`config.mk`:
```
export PLATFORM = sky130hd
export DESIGN_NAME = node_phy_regs
export DESIGN_NICKNAME = d
export VERILOG_FILES = /design/src/rtl/node_phy_pkg.sv /design/src/rtl/node_phy_regs.sv
export SDC_FILE = /design/constraint.sdc
export NUM_CORES = 1
export LEC_CHECK = 0
export ABC_CLOCK_PERIOD_IN_PS = 4820
export BUFFER_PORTS_ARGS = -buffer_cell sky130_fd_sc_hd__buf_2
export CORE_ASPECT_RATIO = 0.7
export CORE_MARGIN = 2
export CORE_UTILIZATION = 55
export DETAILED_ROUTE_END_ITERATION = 16
export GPL_TIMING_DRIVEN = 0
export PLACE_DENSITY = 0.88
export SETUP_SLACK_MARGIN = 0.4
export SYNTH_ARGS = -nofsm -noshare
export SYNTH_HDL_FRONTEND = slang
export SYNTH_SLANG_ARGS = --single-unit
```
`constraint.sdc`:
```
create_clock -name clk -period 4.82 [get_ports clk]
set_clock_uncertainty 0.15 [all_clocks]
set_input_delay 0.964 -clock clk [delete_from_list [all_inputs] [get_ports clk]]
set_output_delay 0.964 -clock clk [all_outputs]
set_load 0.01 [all_outputs]
```
`src/rtl/node_phy_pkg.sv`:
```
// Functional notes
// - node id is the bus number in 15..6 joined to the node number in 5..0
// - id valid flag clears on bus reset and sets when a new node number arrives
// - root flag loads at self id done from the phy report of whether it is root
// - cable power flag in bit 27 follows the phy cable power good report
// - bus number field is software writable and resets to all ones
// - node number loads from the phy after self id; software cannot write it
// - node identity bits 29..28 and 26..16 read as zero
// - read done clears when software sets the read or write request bit
// - read done sets when a register transfer arrives from the phy
// - address of each received phy register transfer lands in bits 27..24
// - returned phy register contents land in bits 23..16
// - software sets bit 15 for a read; hardware clears it once sent
// - software sets bit 14 for a write; hardware clears it once sent
// - bits 11..8 give the phy register address to read or write
// - bits 7..0 are sent as write data for writes and ignored for reads
// - phy access bits 30..28 and 13..12 read as zero
package node_phy_pkg;

   // ----------------------------------------------------------------
   // bus and map
   // ----------------------------------------------------------------
   localparam int              ADDR_W            = 8;
   localparam int              DATA_W            = 32;
   localparam logic [7:0]      NODE_ID_OFFSET    = 8'he8;
   localparam logic [7:0]      PHY_ACCESS_OFFSET = 8'hec;

   // ----------------------------------------------------------------
   // field positions
   // ----------------------------------------------------------------
   localparam int ID_VALID_BIT = 31;
   localparam int ROOT_BIT     = 30;
   localparam int CPS_BIT      = 27;
   localparam int BUS_HI       = 15;
   localparam int BUS_LO       = 6;
   localparam int NODE_HI      = 5;
   localparam int NODE_LO      = 0;
   localparam int RD_DONE_BIT  = 31;
   localparam int RET_ADDR_HI  = 27;
   localparam int RET_ADDR_LO  = 24;
   localparam int RET_VAL_HI   = 23;
   localparam int RET_VAL_LO   = 16;
   localparam int RD_REQ_BIT   = 15;
   localparam int WR_REQ_BIT   = 14;
   localparam int TGT_HI       = 11;
   localparam int TGT_LO       = 8;
   localparam int WRV_HI       = 7;
   localparam int WRV_LO       = 0;

   localparam logic [31:0] NODE_RSVD_MASK = 32'h37ff_0000;
   localparam logic [31:0] PHY_RSVD_MASK  = 32'h7000_3000;

   // ----------------------------------------------------------------
   // reset values
   // ----------------------------------------------------------------
   localparam logic [9:0] BUS_NUMBER_RESET  = 10'h3ff;
   localparam logic [5:0] NODE_NUMBER_RESET = 6'h3f;

   // ----------------------------------------------------------------
   // types
   // ----------------------------------------------------------------
   typedef enum logic [1:0] {SEL_NONE, SEL_NODE, SEL_PHY} reg_sel_type;
   typedef enum logic {REQ_IDLE, REQ_WAIT} req_state_type;

   typedef struct packed {
      logic       bus_reset;
      logic       self_id_done;
      logic [5:0] node_number;
      logic       is_root;
      logic       cable_power_good;
   } phy_status_type;

   typedef struct packed {
      logic       valid;
      logic [3:0] addr;
      logic [7:0] data;
   } phy_transfer_type;

   typedef struct packed {
      logic       valid;
      logic       write;
      logic [3:0] addr;
      logic [7:0] data;
   } phy_request_type;

   typedef struct packed {
      logic [9:0]       bus_number_a;
      logic [5:0]       physical_node_number;
      logic             id_valid_flag;
      logic             root;
      logic             cable_power_good;
      logic             phy_read_done;
      logic [3:0]       phy_returned_address;
      logic [7:0]       phy_returned_value;
      logic             phy_read_request;
      logic             phy_write_request;
      logic [3:0]       phy_target_address;
      logic [7:0]       phy_write_value;
      req_state_type    req_state;
      phy_request_type  req;
      logic [31:0]      rdata;
   } state_type;

endpackage

```
`src/rtl/node_phy_regs.sv`:
```
`timescale 1ns/1ps
module node_phy_regs (
   // clock and reset
   input  wire logic                          clk,
   input  wire logic                          nrst,
   // apb slave
   input  wire logic                          psel,
   input  wire logic                          penable,
   input  wire logic                          pwrite,
   input  wire logic [node_phy_pkg::ADDR_W-1:0] paddr,
   input  wire logic [node_phy_pkg::DATA_W-1:0] pwdata,
   output logic      [node_phy_pkg::DATA_W-1:0] prdata,
   output logic                               pready,
   output logic                               pslverr,
   // phy side
   input  wire node_phy_pkg::phy_status_type   phy_status,
   input  wire node_phy_pkg::phy_transfer_type phy_xfer,
   output node_phy_pkg::phy_request_type       phy_req,
   input  wire logic                          phy_req_ready,
   // node identity
   output logic      [15:0]                   node_id
);

   // ----------------------------------------------------------------
   // decode and read words
   // ----------------------------------------------------------------
   function automatic node_phy_pkg::reg_sel_type decode(
      input logic [node_phy_pkg::ADDR_W-1:0] a);
      if (a == node_phy_pkg::NODE_ID_OFFSET)
         return node_phy_pkg::SEL_NODE;
      else if (a == node_phy_pkg::PHY_ACCESS_OFFSET)
         return node_phy_pkg::SEL_PHY;
      else
         return node_phy_pkg::SEL_NONE;
   endfunction

   function automatic logic [31:0] read_word(
      input node_phy_pkg::reg_sel_type s,
      input node_phy_pkg::state_type   st);
      logic [31:0] w;
      w = '0;
      unique case (s)
         node_phy_pkg::SEL_NODE: begin
            w[node_phy_pkg::ID_VALID_BIT] = st.id_valid_flag;
            w[node_phy_pkg::ROOT_BIT]     = st.root;
            w[node_phy_pkg::CPS_BIT]      = st.cable_power_good;
            w[node_phy_pkg::BUS_HI:node_phy_pkg::BUS_LO]   = st.bus_number_a;
            w[node_phy_pkg::NODE_HI:node_phy_pkg::NODE_LO] = st.physical_node_number;
         end
         node_phy_pkg::SEL_PHY: begin
            w[node_phy_pkg::RD_DONE_BIT] = st.phy_read_done;
            w[node_phy_pkg::RET_ADDR_HI:node_phy_pkg::RET_ADDR_LO] = st.phy_returned_address;
            w[node_phy_pkg::RET_VAL_HI:node_phy_pkg::RET_VAL_LO]   = st.phy_returned_value;
            w[node_phy_pkg::RD_REQ_BIT]  = st.phy_read_request;
            w[node_phy_pkg::WR_REQ_BIT]  = st.phy_write_request;
            w[node_phy_pkg::TGT_HI:node_phy_pkg::TGT_LO] = st.phy_target_address;
            w[node_phy_pkg::WRV_HI:node_phy_pkg::WRV_LO] = st.phy_write_value;
         end
         node_phy_pkg::SEL_NONE: begin
            w = '0;
         end
      endcase
      return w;
   endfunction

   // ----------------------------------------------------------------
   // state
   // ----------------------------------------------------------------
   node_phy_pkg::state_type     q;
   node_phy_pkg::state_type     d;
   node_phy_pkg::reg_sel_type   sel;
   logic                        setup;
   logic                        access;
   logic                        wr_access;
   logic                        req_set;

   assign sel       = decode(paddr);
   assign setup     = psel & ~penable;
   assign access    = psel & penable;
   assign wr_access = access & pwrite;
   assign req_set   = wr_access && (sel == node_phy_pkg::SEL_PHY) &&
                      (pwdata[node_phy_pkg::RD_REQ_BIT] | pwdata[node_phy_pkg::WR_REQ_BIT]);

   assign pready  = access;
   assign pslverr = access && (sel == node_phy_pkg::SEL_NONE);
   assign prdata  = q.rdata;
   assign phy_req = q.req;
   assign node_id = {q.bus_number_a, q.physical_node_number};

   always_comb begin
      d = q;
      d.cable_power_good = phy_status.cable_power_good;
      if (phy_status.bus_reset) begin
         d.id_valid_flag = 1'b0;
      end
      if (phy_status.self_id_done) begin
         d.physical_node_number = phy_status.node_number;
         d.id_valid_flag        = 1'b1;
         d.root                 = phy_status.is_root;
      end

      // request engine to the phy
      unique case (q.req_state)
         node_phy_pkg::REQ_IDLE: begin
            if (q.phy_read_request | q.phy_write_request) begin
               d.req.valid = 1'b1;
               // write served first if both set
               d.req.write = q.phy_write_request;
               d.req.addr  = q.phy_target_address;
               d.req.data  = q.phy_write_request ? q.phy_write_value : '0;
               d.req_state = node_phy_pkg::REQ_WAIT;
            end
         end
         node_phy_pkg::REQ_WAIT: begin
            if (phy_req_ready) begin
               d.req.valid = 1'b0;
               d.req_state = node_phy_pkg::REQ_IDLE;
               if (q.req.write) begin
                  d.phy_write_request = 1'b0;
               end else begin
                  d.phy_read_request = 1'b0;
               end
            end
         end
      endcase

      // register writes
      if (wr_access) begin
         unique case (sel)
            node_phy_pkg::SEL_NODE: begin
               d.bus_number_a = pwdata[node_phy_pkg::BUS_HI:node_phy_pkg::BUS_LO];
            end
            node_phy_pkg::SEL_PHY: begin
               d.phy_target_address = pwdata[node_phy_pkg::TGT_HI:node_phy_pkg::TGT_LO];
               d.phy_write_value    = pwdata[node_phy_pkg::WRV_HI:node_phy_pkg::WRV_LO];
               if (pwdata[node_phy_pkg::RD_REQ_BIT]) begin
                  d.phy_read_request = 1'b1;
               end
               if (pwdata[node_phy_pkg::WR_REQ_BIT]) begin
                  d.phy_write_request = 1'b1;
               end
            end
            node_phy_pkg::SEL_NONE: begin
               d.bus_number_a = q.bus_number_a;
            end
         endcase
      end
      if (req_set) begin
         d.phy_read_done = 1'b0;
      end
      if (phy_xfer.valid) begin
         d.phy_read_done        = 1'b1;
         d.phy_returned_address = phy_xfer.addr;
         d.phy_returned_value   = phy_xfer.data;
      end

      // read word with zero reserved bits
      if (setup) begin
         d.rdata = read_word(sel, q);
      end
   end

   always_ff @(posedge clk or negedge nrst) begin
      if (!nrst) begin
         q                      <= '0;
         q.bus_number_a         <= node_phy_pkg::BUS_NUMBER_RESET;
         q.physical_node_number <= node_phy_pkg::NODE_NUMBER_RESET;
         q.req_state            <= node_phy_pkg::REQ_IDLE;
      end else begin
         q <= d;
      end
   end
endmodule // node_phy_regs
```
# After elaboration in Yosys (flattened, before gate mapping)
# Index checks and enable logic that the tools add are counted.
[totals]
regBits = 91
in_bits = 69
[op_classes]
eq_ne = 6
reduce_logical = 10
bitwise_logic = 7
n_mux = 25
[ops]
columns = ["operator", "n"]
rows = [
  ["12-bit one-hot mux with 3 select lines", 1],
  ["14-bit two-way mux", 2],
  ["8-bit equality test, second input constant", 2],
  ["15-bit two-way mux", 1],
  ["2-bit two-way mux", 7],
  ["13-bit two-way mux", 1],
  ["11-bit two-way mux", 1],
  ["8-bit two-way mux", 1],
  ["2-bit AND reduction", 4],
  ["1-bit two-way mux", 7],
  ["1-bit one-hot mux with 3 select lines", 2],
  ["2-bit one-hot mux with 3 select lines", 1],
  ["2-bit != test, second input constant", 2],
  ["2-bit one-hot mux with 2 select lines", 1],
  ["2-bit nonzero test", 2],
  ["1-bit bitwise AND", 3],
  ["1-bit logical AND", 3],
  ["2-bit by 1-bit equality test with 1-bit output, second input constant", 1],
  ["2-bit equality test, second input constant", 1],
  ["2-bit logical NOT", 1],
  ["1-bit inverter", 2],
  ["1-bit OR", 2],
]

# Longest topological paths before layout
# Gate-level depths: netlist of run 1.
[depth]
ltp_word = 8
mapped_depth = 6
mapped_depth_nobuf = 3

# Least setup slack after synthesis of run 1
# No wires, ideal clock.
[synth_timing]
path_type = "input to output"
startpoint = "in paddr[0] in the netlist's numbering"
endpoint = "out pslverr"
required_time_ps = 3706
t_arrival_ps = 1727
setup_slack_ps = 1979
path_stages = 4
cell_sequence = "and4bb_2 -> nand2_1 -> clkbuf_1 -> and2_1"
[synth_between]
elab_chain_cells = 5
word_cells_on_any_way = 6
cone_classes = "eq/ne (2); mux (2); reduce/logical (2)"
[synth_lines]
columns = ["element", "line", "text"]
rows = [
  ["start, declared", "node_phy_regs.sv:10", "input wire logic [node_phy_pkg::ADDR_W-1:0] paddr,"],
  ["8-bit equality test", "node_phy_regs.sv:31", "else if (a == node_phy_pkg::PHY_ACCESS_OFFSET)"],
  ["2-bit two-way mux", "node_phy_regs.sv:31", ""],
  ["2-bit two-way mux (*)", "node_phy_regs.sv:29", "if (a == node_phy_pkg::NODE_ID_OFFSET)"],
  ["2-bit logical NOT (*)", "node_phy_regs.sv:85", "assign pslverr = access && (sel == node_phy_pkg::SEL_NONE);"],
  ["1-bit logical AND (*)", "node_phy_regs.sv:85", ""],
  ["end, declared", "node_phy_regs.sv:14", "output logic pslverr,"],
]
# Mark *: on every way between the ends. The rest lies on a longest branch, timed or not.

# Worst setup path after layout of run 1
[layout_timing]
startpoint = "in paddr[6] in the netlist's numbering"
endpoint = "out pslverr"
# The elaborated chain is that of the path after synthesis.

==> results of run 1 <==
## stage by stage
step                      instances  util [%]  cell area [um2]
final                           577     69.74             5150
after detailed placement        561     67.23             4965
after global placement          560     66.82             4935
after CTS                       577     69.74             5150
after global routing            577     69.74             5150
after floorplan                 350         -             4252
## sequential cells by signal, summed over array words and instances, names as in the netlist
| name | flops |
|---|---|
| node_id | 16 |
| prdata | 30 |
| q | 31 |
| phy_req | 14 |
## worst reg2reg max path: stages (launching register included)
cell and delay (ns):
dfrtp_1 0.45, o21bai_1 0.37, clkbuf_1 0.46, mux2_2 0.39
## per-layer routing
| layer | vias to the layer above | wire [um] | track usage, % |
|---|---|---|---|
| li1 | 1378 | - | - |
| met1 | 1478 | 4073 | 29.81 |
| met2 | 83 | 4517 | 39.94 |
| met3 | 10 | 472 | 5.210 |
| met4 | 0 | 109 | 6.282 |
| met5 | - | 0 | 0 |
## cell families after synthesis
group           share of synthesized area, %
other cells                          0.08828
flops                                  54.08
mux                                    16.41
compound gates                         7.894
buf+inv                                13.61
simple gates                           7.923
## power breakdown
group          internal, uW  leakage, uW  total (uW)  switching (uW)
Clock                   206    0.0000933         484             278
Sequential              799      0.00117         823            23.6
Combinational          82.8      0.00148         159            76.6
## cell type report
type / count / area [um2] / area share [%]
Clock inverter: 6 / 47.55 / 0.9232
Tap cell: 98 / 122.6 / 2.381
Timing Repair Buffer: 113 / 590.6 / 11.47
Buffer: 80 / 559.3 / 10.86
Multi-Input combinational cell: 174 / 1376 / 26.72
Inverter: 5 / 18.77 / 0.3644
Clock buffer: 10 / 137.6 / 2.672
Sequential cell: 91 / 2297 / 44.61
## how the worst max path moves through the flow
stage | depth (start not counted) | slack (ns) | startpoint | end
after global routing | 6 | 1.48 | paddr[6] | pslverr
after global placement | 6 | 1.58 | paddr[6] | pslverr
final | 6 | 1.56 | paddr[6] | pslverr
after floorplan | 4 | 1.98 | paddr[0] | pslverr
after detailed placement | 6 | 1.56 | paddr[6] | pslverr
after CTS | 6 | 1.55 | paddr[6] | pslverr
## cells in the mapped netlist, types with 3 or more instances
cell	instances
mux2_2	37
a22o_1	8
mux2_4	8
o31ai_1	19
buf_1	3
buf_4	62
nand3_1	3
inv_1	5
mux2i_1	16
clkbuf_1	11
dfstp_2	16
dfrtp_1	75
o21ai_0	15
nand2_1	47
nand2b_1	3
## placed cells by master (no fill, tap or decap), types with 3 or more instances in the layout
| master | instances |
|---|---|
| mux2_2 | 37 |
| o31ai_1 | 19 |
| nand3_1 | 3 |
| nand2_1 | 47 |
| nand2b_1 | 3 |
| clkbuf_8 | 10 |
| o21ai_0 | 15 |
| mux2_4 | 8 |
| clkbuf_1 | 11 |
| a22o_1 | 8 |
| dfstp_2 | 16 |
| dfrtp_1 | 75 |
| buf_1 | 3 |
| mux2i_1 | 16 |
| inv_1 | 5 |
| buf_2 | 113 |
| buf_4 | 63 |
==> flow_metrics.py, run 1 <==
metrics = {
    "worst_setup_path": {
        "cp_top_family": "buffers and inverters",
        "worstSetupEndpointType": "output pin",
        "path_cells": "buf_2 > and4bb_2 > nand2_1 > clkbuf_1 > and2_1 > buf_2",
        "cp.buffers_inverters": 3,
        "arrival_ns": 2.15,
        "startpoint_type": "input port",
        "r2r-end": "phy_req[11]$_DFFE_PN0P_",
        "critPathMaxFanout": 10,
        "r2r_slack_ns": 2.88,
        "r2r-start": "q[60]$_DFF_PN0_",
        "worstPathRequired_ns": 3.71,
        "critical_path_class": "input port to output pin",
        "crit_path_frequent_cell": "buf_2",
        "cp_slowest_cell": "clkbuf_1",
        "max_stage_delay_ns": 0.43,
        "rr_worst_depth": 3,
    },
    "synthesis": {
        "synth.distinct_cells": 32,
        "avgSynthCellArea_um2": 12.17,
        "synthTopCellsByArea": "dfrtp_1 44%, buf_4 11%, dfstp_2 9.9%, mux2_2 9.8%, nand2_1 4.2%",
        "synth_flop_cell": "dfrtp_1",
        "netlist_area_um2": 4248,
        "postSynthCellCount": 349,
        "ys_warn_count": 0,
        "synth.largest_area_cell": "dfrtp_1",
        "synth_top_area_share_pct": 44.18,
        "synth_edf_count": 0,
        "synth_seq_cells": 91,
        "async_reset_ff_share_pct": 100.0,
        "ys_seq_area_share_pct": 54.08,
    },
    "clock_tree": {
        "cts_hold_buf": 0,
        "clockBufferDepth": 2,
        "post_cts_resized": 0,
        "numCtsBuffers": 9,
        "cts_sinks": 91,
        "post_cts_buffers": 0,
        "insertion_delay_ns": 0.36,
        "cts_htree_levels": 3,
        "cts_tree": "built",
        "cts-root-buf": "clkbuf_8",
        "cts.clk_slew.worst_paths_ns": 0.09,
    },
    "global_routing": {
        "grt_overflow_total": 0,
        "grt_max_degree": 51,
        "antenna_found_initial": 0,
        "track_usage_pct": 23.31,
        "grt_pass1_wl_um": 14990,
        "grt_pass1_vias": 3012,
    },
    "power": {
        "leakage_uw": 0.002746,
        "vdd_drop_max_mv": 0.1744,
        "power-per-cell-area_nw_per_um2": 284.7,
        "power_uw": 1466,
    },
    "routing": {
        "wl_per_cell_um": 15.90,
        "wl_um": 9172,
        "drtAntennaViolNets": 0,
        "firstDrtPassIters": 4,
        "drt-initial-drc-count": 87,
        "drc": 0,
        "vias_per_cell": 5.111,
        "vias": 2949,
    },
    "cells_and_area": {
        "nNetsFinal": 543,
        "num-fill-cells": 562,
        "drive_gt1_share_pct": 54.49,
        "diodes": 0,
        "syn2layout_area_growth_pct": 21.24,
    },
    "place": {
        "pre_cts_ws_ns": 1.557,
        "place_congestion": 0.8254,
        "port_buffers": 112,
        "hpwlAfterDp_um": 6747,
    },
    "timing": {
        "worst_pin_slew_ns": 0.7778,
        "rsz0062_at_grt": "no",
        "fin_crit_sh_pct": 67.73,
        "final.setup.tns_ns": 0,
        "maxSlewViolCount": 0,
        "fin_crit_ns": 3.264,
        "hold_ws_ns": 0.3384,
        "fmax_mhz": 306.3,
        "setup_viol": 0,
        "setup_ws_ns": 1.556,
        "timing.final.hold_violations": 0,
        "slew_headroom_pct": 47.76,
    },
    "die": {
        "initial_core_util_pct": 57.52,
        "core_region_area_um2": 7385,
        "die_h_um": 77.53,
        "fp.dieArea_um2": 8453,
        "num_rows": 26,
        "ioPinCount": 133,
        "dieWidth_um": 109.0,
    },
    "outcome": {
        "status": "finished clean",
    },
    "job": {
        "drv_cap": 0,
    },
    "min_path": {
        "min_from": "prdata[15]$_DFFE_PN0P_",
        "hold_end": "prdata[15]$_DFFE_PN0P_",
        "min_path_cells": 2,
        "min_path_type": "register to register",
    },
}
Note: power is estimated with default switching activity, not from simulation.
==> run 2, diff against run 1 <==
- ABC_CLOCK_PERIOD_IN_PS: 4820 -> 2700
- CORE_UTILIZATION: 55 -> 46
- PLACE_DENSITY: 0.88 -> 0.79
- clock period: 4.82 -> 2.7 ns (I/O delays scaled with it)
==> flow_metrics.py, run 2 (synthesis gave the netlist of run 1 again) <==
metrics = {
    "outcome": {
        "status": "finished clean",
    },
    "global_routing": {
        "antenna_found_initial": 1,
        "grt_pass1_vias": 3059,
        "grt_max_degree": 50,
        "grt_pass1_wl_um": 15350,
        "grt_overflow_total": 0,
        "track_usage_pct": 19.79,
    },
    "clock_tree": {
        "cts-root-buf": "clkbuf_16",
        "post_cts_buffers": 0,
        "cts_hold_buf": 0,
        "cts_htree_levels": 3,
        "numCtsBuffers": 9,
        "insertion_delay_ns": 0.34,
        "cts_sinks": 91,
        "cts.clk_slew.worst_paths_ns": 0.06,
        "clockBufferDepth": 2,
        "cts_tree": "built",
    },
    "cells_and_area": {
        "largest_reg_flops": 31,
        "diodes": 0,
        "syn2layout_area_growth_pct": 25.15,
        "final_common_cell": "buf_2",
        "regArea_um2": 2297,
        "num-fill-cells": 740,
        "nNetsFinal": 543,
        "final_util_pct": 58.84,
        "layout_common_cells": "113 x buf_2, 75 x dfrtp_1, 63 x buf_4, 47 x nand2_1, 37 x mux2_2",
        "top_register": "q",
        "multi_input_area_um2": 1376,
        "drive_gt1_share_pct": 54.70,
    },
    "routing": {
        "drc": 0,
        "drtAntennaViolNets": 0,
        "vias": 2874,
        "firstDrtPassIters": 5,
        "vias_per_cell": 4.766,
        "wl_um": 9303,
        "wl_per_cell_um": 15.43,
        "drt-initial-drc-count": 145,
    },
    "worst_setup_path": {
        "critical_path_class": "input port to output pin",
        "r2r_slack_ns": 0.78,
        "r2r-end": "phy_req[11]$_DFFE_PN0P_",
        "arrival_ns": 1.57,
        "worstSetupEndpointType": "output pin",
        "critPathMaxFanout": 10,
        "startpoint_type": "input port",
        "worstPathRequired_ns": 2.01,
        "rr_worst_depth": 3,
        "cp-endpoint": "pslverr",
        "crit_start": "paddr[0]",
        "r2r-start": "q[60]$_DFF_PN0_",
    },
    "timing": {
        "fin_crit_ns": 2.263,
        "rsz0062_at_grt": "no",
        "timing.final.hold_violations": 0,
        "fmax_mhz": 441.9,
        "slew_headroom_pct": 44.60,
        "final.setup.tns_ns": 0,
        "maxSlewViolCount": 0,
        "fin_crit_sh_pct": 83.80,
        "setup_viol": 0,
        "worst_pin_slew_ns": 0.8248,
    },
    "die": {
        "dieWidth_um": 118.9,
        "core_region_area_um2": 9035,
        "die_h_um": 84.40,
        "num_rows": 29,
        "fp.dieArea_um2": 10030,
        "initial_core_util_pct": 47.02,
        "ioPinCount": 133,
    },
    "min_path": {
        "min_path_type": "input port to async pin",
    },
    "power": {
        "leakage_uw": 0.002802,
        "vdd_drop_max_mv": 0.3953,
        "power-per-cell-area_nw_per_um2": 581.9,
    },
    "place": {
        "place_congestion": 0.8198,
        "hpwlAfterDp_um": 6918,
        "port_buffers": 112,
    },
    "job": {
        "drv_cap": 0,
    },
}
-- run 2: cell count changes in the layout (fill, tap and decap cells not counted) --
cell	previous run	this run
inv_6	2	0
clkinv_2	1	2
clkbuf_2	0	1
clkinvlp_4	1	3
clkbuf_16	0	9
clkbuf_8	10	0
clkinv_4	2	0
bufinv_16	0	2
clkbuf_1	11	10
-- run 2: repair_timing --
| item | CTS | global route |
|---|---|---|
| setup endpoints to repair | 1 | 0 |
| resized for setup | 1 | 0 |
| endpoints found under the hold margin | 0 | 0 |
-- run 2: layout make-up --
type | count | area share (%)
Inverter | 5 | 0.3530
Sequential cell | 91 | 43.21
Clock buffer | 9 | 4.236
Multi-Input combinational cell | 174 | 25.89
Clock inverter | 7 | 1.742
Tap cell | 124 | 2.918
Timing Repair Buffer | 113 | 11.11
Buffer | 80 | 10.54
-- run 2: metal layers --
layer  GRT usage (%)  share of wire [%]  up-vias
li1                -                  -     1379
met1           26.36                 45     1386
met2           31.09                 47       94
met3           6.386                6.6       13
met4           6.169                1.3        2
met5               0               0.14        -
-- run 2: worst min path at each step --
stage | start | to | slack (ns) | depth (start not counted)
floorplan | nrst | phy_req[0]$_DFFE_PN0P_ | 0.09 | 0
global placement | q[76]$_DFFE_PN0P_ | q[76]$_DFFE_PN0P_ | 0.31 | 1
detailed placement | q[76]$_DFFE_PN0P_ | q[76]$_DFFE_PN0P_ | 0.32 | 1
CTS | nrst | prdata[18]$_DFFE_PN0P_ | 0.05 | 1
global route | nrst | prdata[18]$_DFFE_PN0P_ | 0.07 | 1
finish | nrst | prdata[18]$_DFFE_PN0P_ | 0.04 | 1
-- run 2: power by group --
group / switching (uW) / leakage, uW / internal [uW] / total [uW]
Sequential: 43.6 / 0.00117 / 1430 / 1470
Combinational: 138 / 0.00148 / 148 / 286
Clock: 528 / 0.000147 / 807 / 1340
-- run 2: per-stage QoR --
| step | worst slack, ns | instances | instance area (um2) | power [uW] | hold WS (ns) |
|---|---|---|---|---|---|
| 2_1_floorplan | 0.6099 | 350 | 4252 | 1645 | 0.09441 |
| 3_3_place_gp | 0.1644 | 586 | 4967 | 1765 | 0.3121 |
| 3_5_place_dp | 0.2649 | 587 | 4997 | 1786 | 0.3163 |
| 4_1_cts | 0.4294 | 603 | 5316 | 3126 | 0.05202 |
| 5_1_grt | 0.4025 | 603 | 5316 | 3227 | 0.07439 |
| 6_report | 0.4373 | 603 | 5316 | 3094 | 0.04077 |
-- run 2: critical path, stage by stage --
cell	delay, ns
buf_2	0.10
and4bb_2	0.31
nand2_1	0.07
clkbuf_2	0.21
and2_1	0.20
buf_2	0.13
==> run 3, diff against run 2 <==
- ABC_AREA: unset -> 1
- ABC_CLOCK_PERIOD_IN_PS: 2700 -> 2050
- clock period: 2.7 -> 2.05 ns (I/O delays scaled with it)
==> flow_metrics.py, run 3 <==
metrics = {
    "outcome": {
        "status": "finished clean",
    },
    "global_routing": {
        "grt_max_degree": 71,
        "grt_overflow_total": 0,
        "track_usage_pct": 21.78,
        "grt-busiest-layer": "met2",
        "grt_pass1_wl_um": 17060,
        "grt_pass1_vias": 3524,
        "grt_util_met1_pct": 28.88,
        "antenna_found_initial": 0,
        "use_met2_pct": 35.74,
        "met3_usage_pct": 6.658,
    },
    "timing": {
        "rsz0062_at_grt": "yes",
        "timing.final.hold_violations": 0,
        "fin_crit_sh_pct": 86.49,
        "maxSlewViolCount": 0,
        "slew_headroom_pct": 66.44,
        "setup_viol": 0,
        "fin_crit_ns": 1.773,
        "hold_ws_ns": 0.05317,
        "worst_pin_slew_ns": 0.5034,
        "fmax_mhz": 564.0,
        "final.setup.tns_ns": 0,
        "setup_ws_ns": 0.2769,
    },
    "place": {
        "dp_cells": 708,
        "port_buffers": 113,
        "place_congestion": 0.8569,
        "hpwlAfterDp_um": 7381,
        "dpl_cell_area_um2": 5012,
        "pre_cts_ws_ns": -0.06526,
    },
    "worst_setup_path": {
        "arrival_ns": 1.21,
        "worstSetupEndpointType": "output pin",
        "max_stage_delay_ns": 0.16,
        "crit_path_frequent_cell": "nand2_4",
        "cp_top_family": "buffers and inverters",
        "path_cells": "buf_6 > inv_4 > nand2_4 > nor2_4 > nand2_8 > clkbuf_16 > nand2_4 > nor2_2 > buf_2",
        "cp.buffers_inverters": 4,
        "cp_slowest_cell": "nor2_4",
        "startpoint_type": "input port",
        "critical_path_class": "input port to output pin",
        "worstPathRequired_ns": 1.49,
        "critPathMaxFanout": 2,
    },
    "power": {
        "leakage_uw": 0.003192,
        "seqPwrFrac_pct": 43.5,
        "power-per-cell-area_nw_per_um2": 803.9,
        "cellInternalPower_uw": 3608,
        "p_switching_uw": 1087,
        "power_frac_clock_pct": 41.1,
        "vdd_drop_max_mv": 0.3359,
        "swShare_pct": 23.15,
        "combPwrFrac_pct": 15.4,
    },
    "routing": {
        "wl_per_cell_um": 14.21,
        "vias": 3623,
        "vias_per_cell": 4.792,
        "drtAntennaViolNets": 0,
        "wl_um": 10750,
        "drt-initial-drc-count": 280,
        "firstDrtPassIters": 4,
        "drc": 0,
    },
    "die": {
        "num_rows": 29,
        "ioPinCount": 133,
        "fp.dieArea_um2": 10050,
        "initial_core_util_pct": 47.10,
        "die_h_um": 84.47,
        "dieWidth_um": 119.0,
        "core_region_area_um2": 9035,
    },
    "synthesis": {
        "avgSynthCellArea_um2": 9.073,
        "synth_flop_cell": "dfrtp_1",
        "synth_edf_count": 0,
        "netlist_area_um2": 4255,
        "postSynthCellCount": 469,
        "synth_top_area_share_pct": 44.10,
        "synth.distinct_cells": 26,
        "ys_warn_count": 0,
        "synthTopCellsByArea": "dfrtp_1 44%, nand2_1 13%, buf_4 11%, dfstp_2 9.9%, o21ai_0 5.8%",
        "synth.largest_area_cell": "dfrtp_1",
        "ys_seq_area_share_pct": 53.98,
        "synthTopCellsByCount": "153 x nand2_1, 75 x dfrtp_1, 64 x buf_4",
        "synth_most_common_cell": "nand2_1",
        "synth_seq_cells": 91,
        "async_reset_ff_share_pct": 100.0,
    },
    "cells_and_area": {
        "syn2layout_area_growth_pct": 37.25,
        "stdcell_count": 756,
        "final_area_um2": 5841,
        "nNetsFinal": 696,
        "largest_reg_flops": 31,
        "top_register": "q",
        "final_common_cell": "nand2_1",
        "layout_common_cells": "149 x nand2_1, 95 x buf_2, 88 x buf_4, 75 x dfrtp_1, 49 x o21ai_0",
        "diodes": 0,
        "drive_gt1_share_pct": 44.62,
    },
    "clock_tree": {
        "cts_htree_levels": 3,
        "clockBufferDepth": 2,
        "insertion_delay_ns": 0.33,
        "cts-root-buf": "clkbuf_16",
        "cts.clk_slew.worst_paths_ns": 0.07,
        "cts_sinks": 91,
        "cts_tree": "built",
        "numCtsBuffers": 9,
    },
    "job": {
        "drv_cap": 0,
    },
    "min_path": {
        "min_path_type": "input port to register",
    },
}
[run 3: final cells by class]
cell class | instances | area [um2]
fill | 745 | 3194
sequential | 91 | 2297
multi-input combinational | 269 | 1313
timing repair buffer | 146 | 959.7
buffer | 79 | 636.9
clock buffer | 12 | 256.5
tap | 124 | 155.1
inverter | 31 | 125.1
clock inverter | 4 | 97.59
[run 3: kinds of logic (layout without fill, tap and decap cells)]
group	after synthesis	in the layout	synth area share (%)
buffers and inverters	110	272	16.23
DFF	91	91	53.98
and+or+nand+nor	183	183	18.08
AOI/OAI and AO/OA	73	73	8.703
muxes	11	11	2.911
other	1	2	0.08812
[run 3: layer usage]
layer  wire length [um]  share of wire [%]
met5                  0                  0
met4                 70               0.65
met3                716                6.7
met2               5292                 49
met1               4667                 43
[run 3: power groups by stage]
stage	Clock, uW	Sequential (uW)	Combinational, uW
global route	2040	2060	795
detailed placement	0	2080	656
CTS	1950	2040	703
global placement	0	2070	629
finish	1930	2040	723
floorplan	0	2050	406
[run 3: final timing paths]
path,startpoint,to,slack [ns],depth (start not counted)
max,paddr[1],pslverr,0.28,9
min,phy_status[0],q[74]$_DFF_PN0_,0.05,1
max reg2reg,q[59]$_DFF_PN0_,phy_req[7]$_DFFE_PN0P_,0.57,6
min reg2reg,prdata[7]$_DFFE_PN0P_,prdata[7]$_DFFE_PN0P_,0.33,2
max in group asynchronous,nrst,node_id[14]$_DFFE_PN1P_,0.72,3
min in group asynchronous,nrst,phy_req[9]$_DFFE_PN0P_,0.36,2
[run 3: repair_timing]
item | 4_1_cts | 5_1_grt
setup buffers | 24 | 7
pin swaps | 8 | 5
hold buffers | 1 | 0
hold endpoints to repair | 16 | 0
endpoints found under the setup margin | 17 | 17
resized for setup | 26 | 25
[run 3: through the flow]
| stage | util, % | power [uW] |
|---|---|---|
| 2_1_floorplan | - | 2452 |
| 3_3_place_gp | 55.14 | 2697 |
| 3_5_place_dp | 55.48 | 2732 |
| 4_1_cts | 62.73 | 4698 |
| 5_1_grt | 64.64 | 4896 |
| 6_report | 64.64 | 4695 |
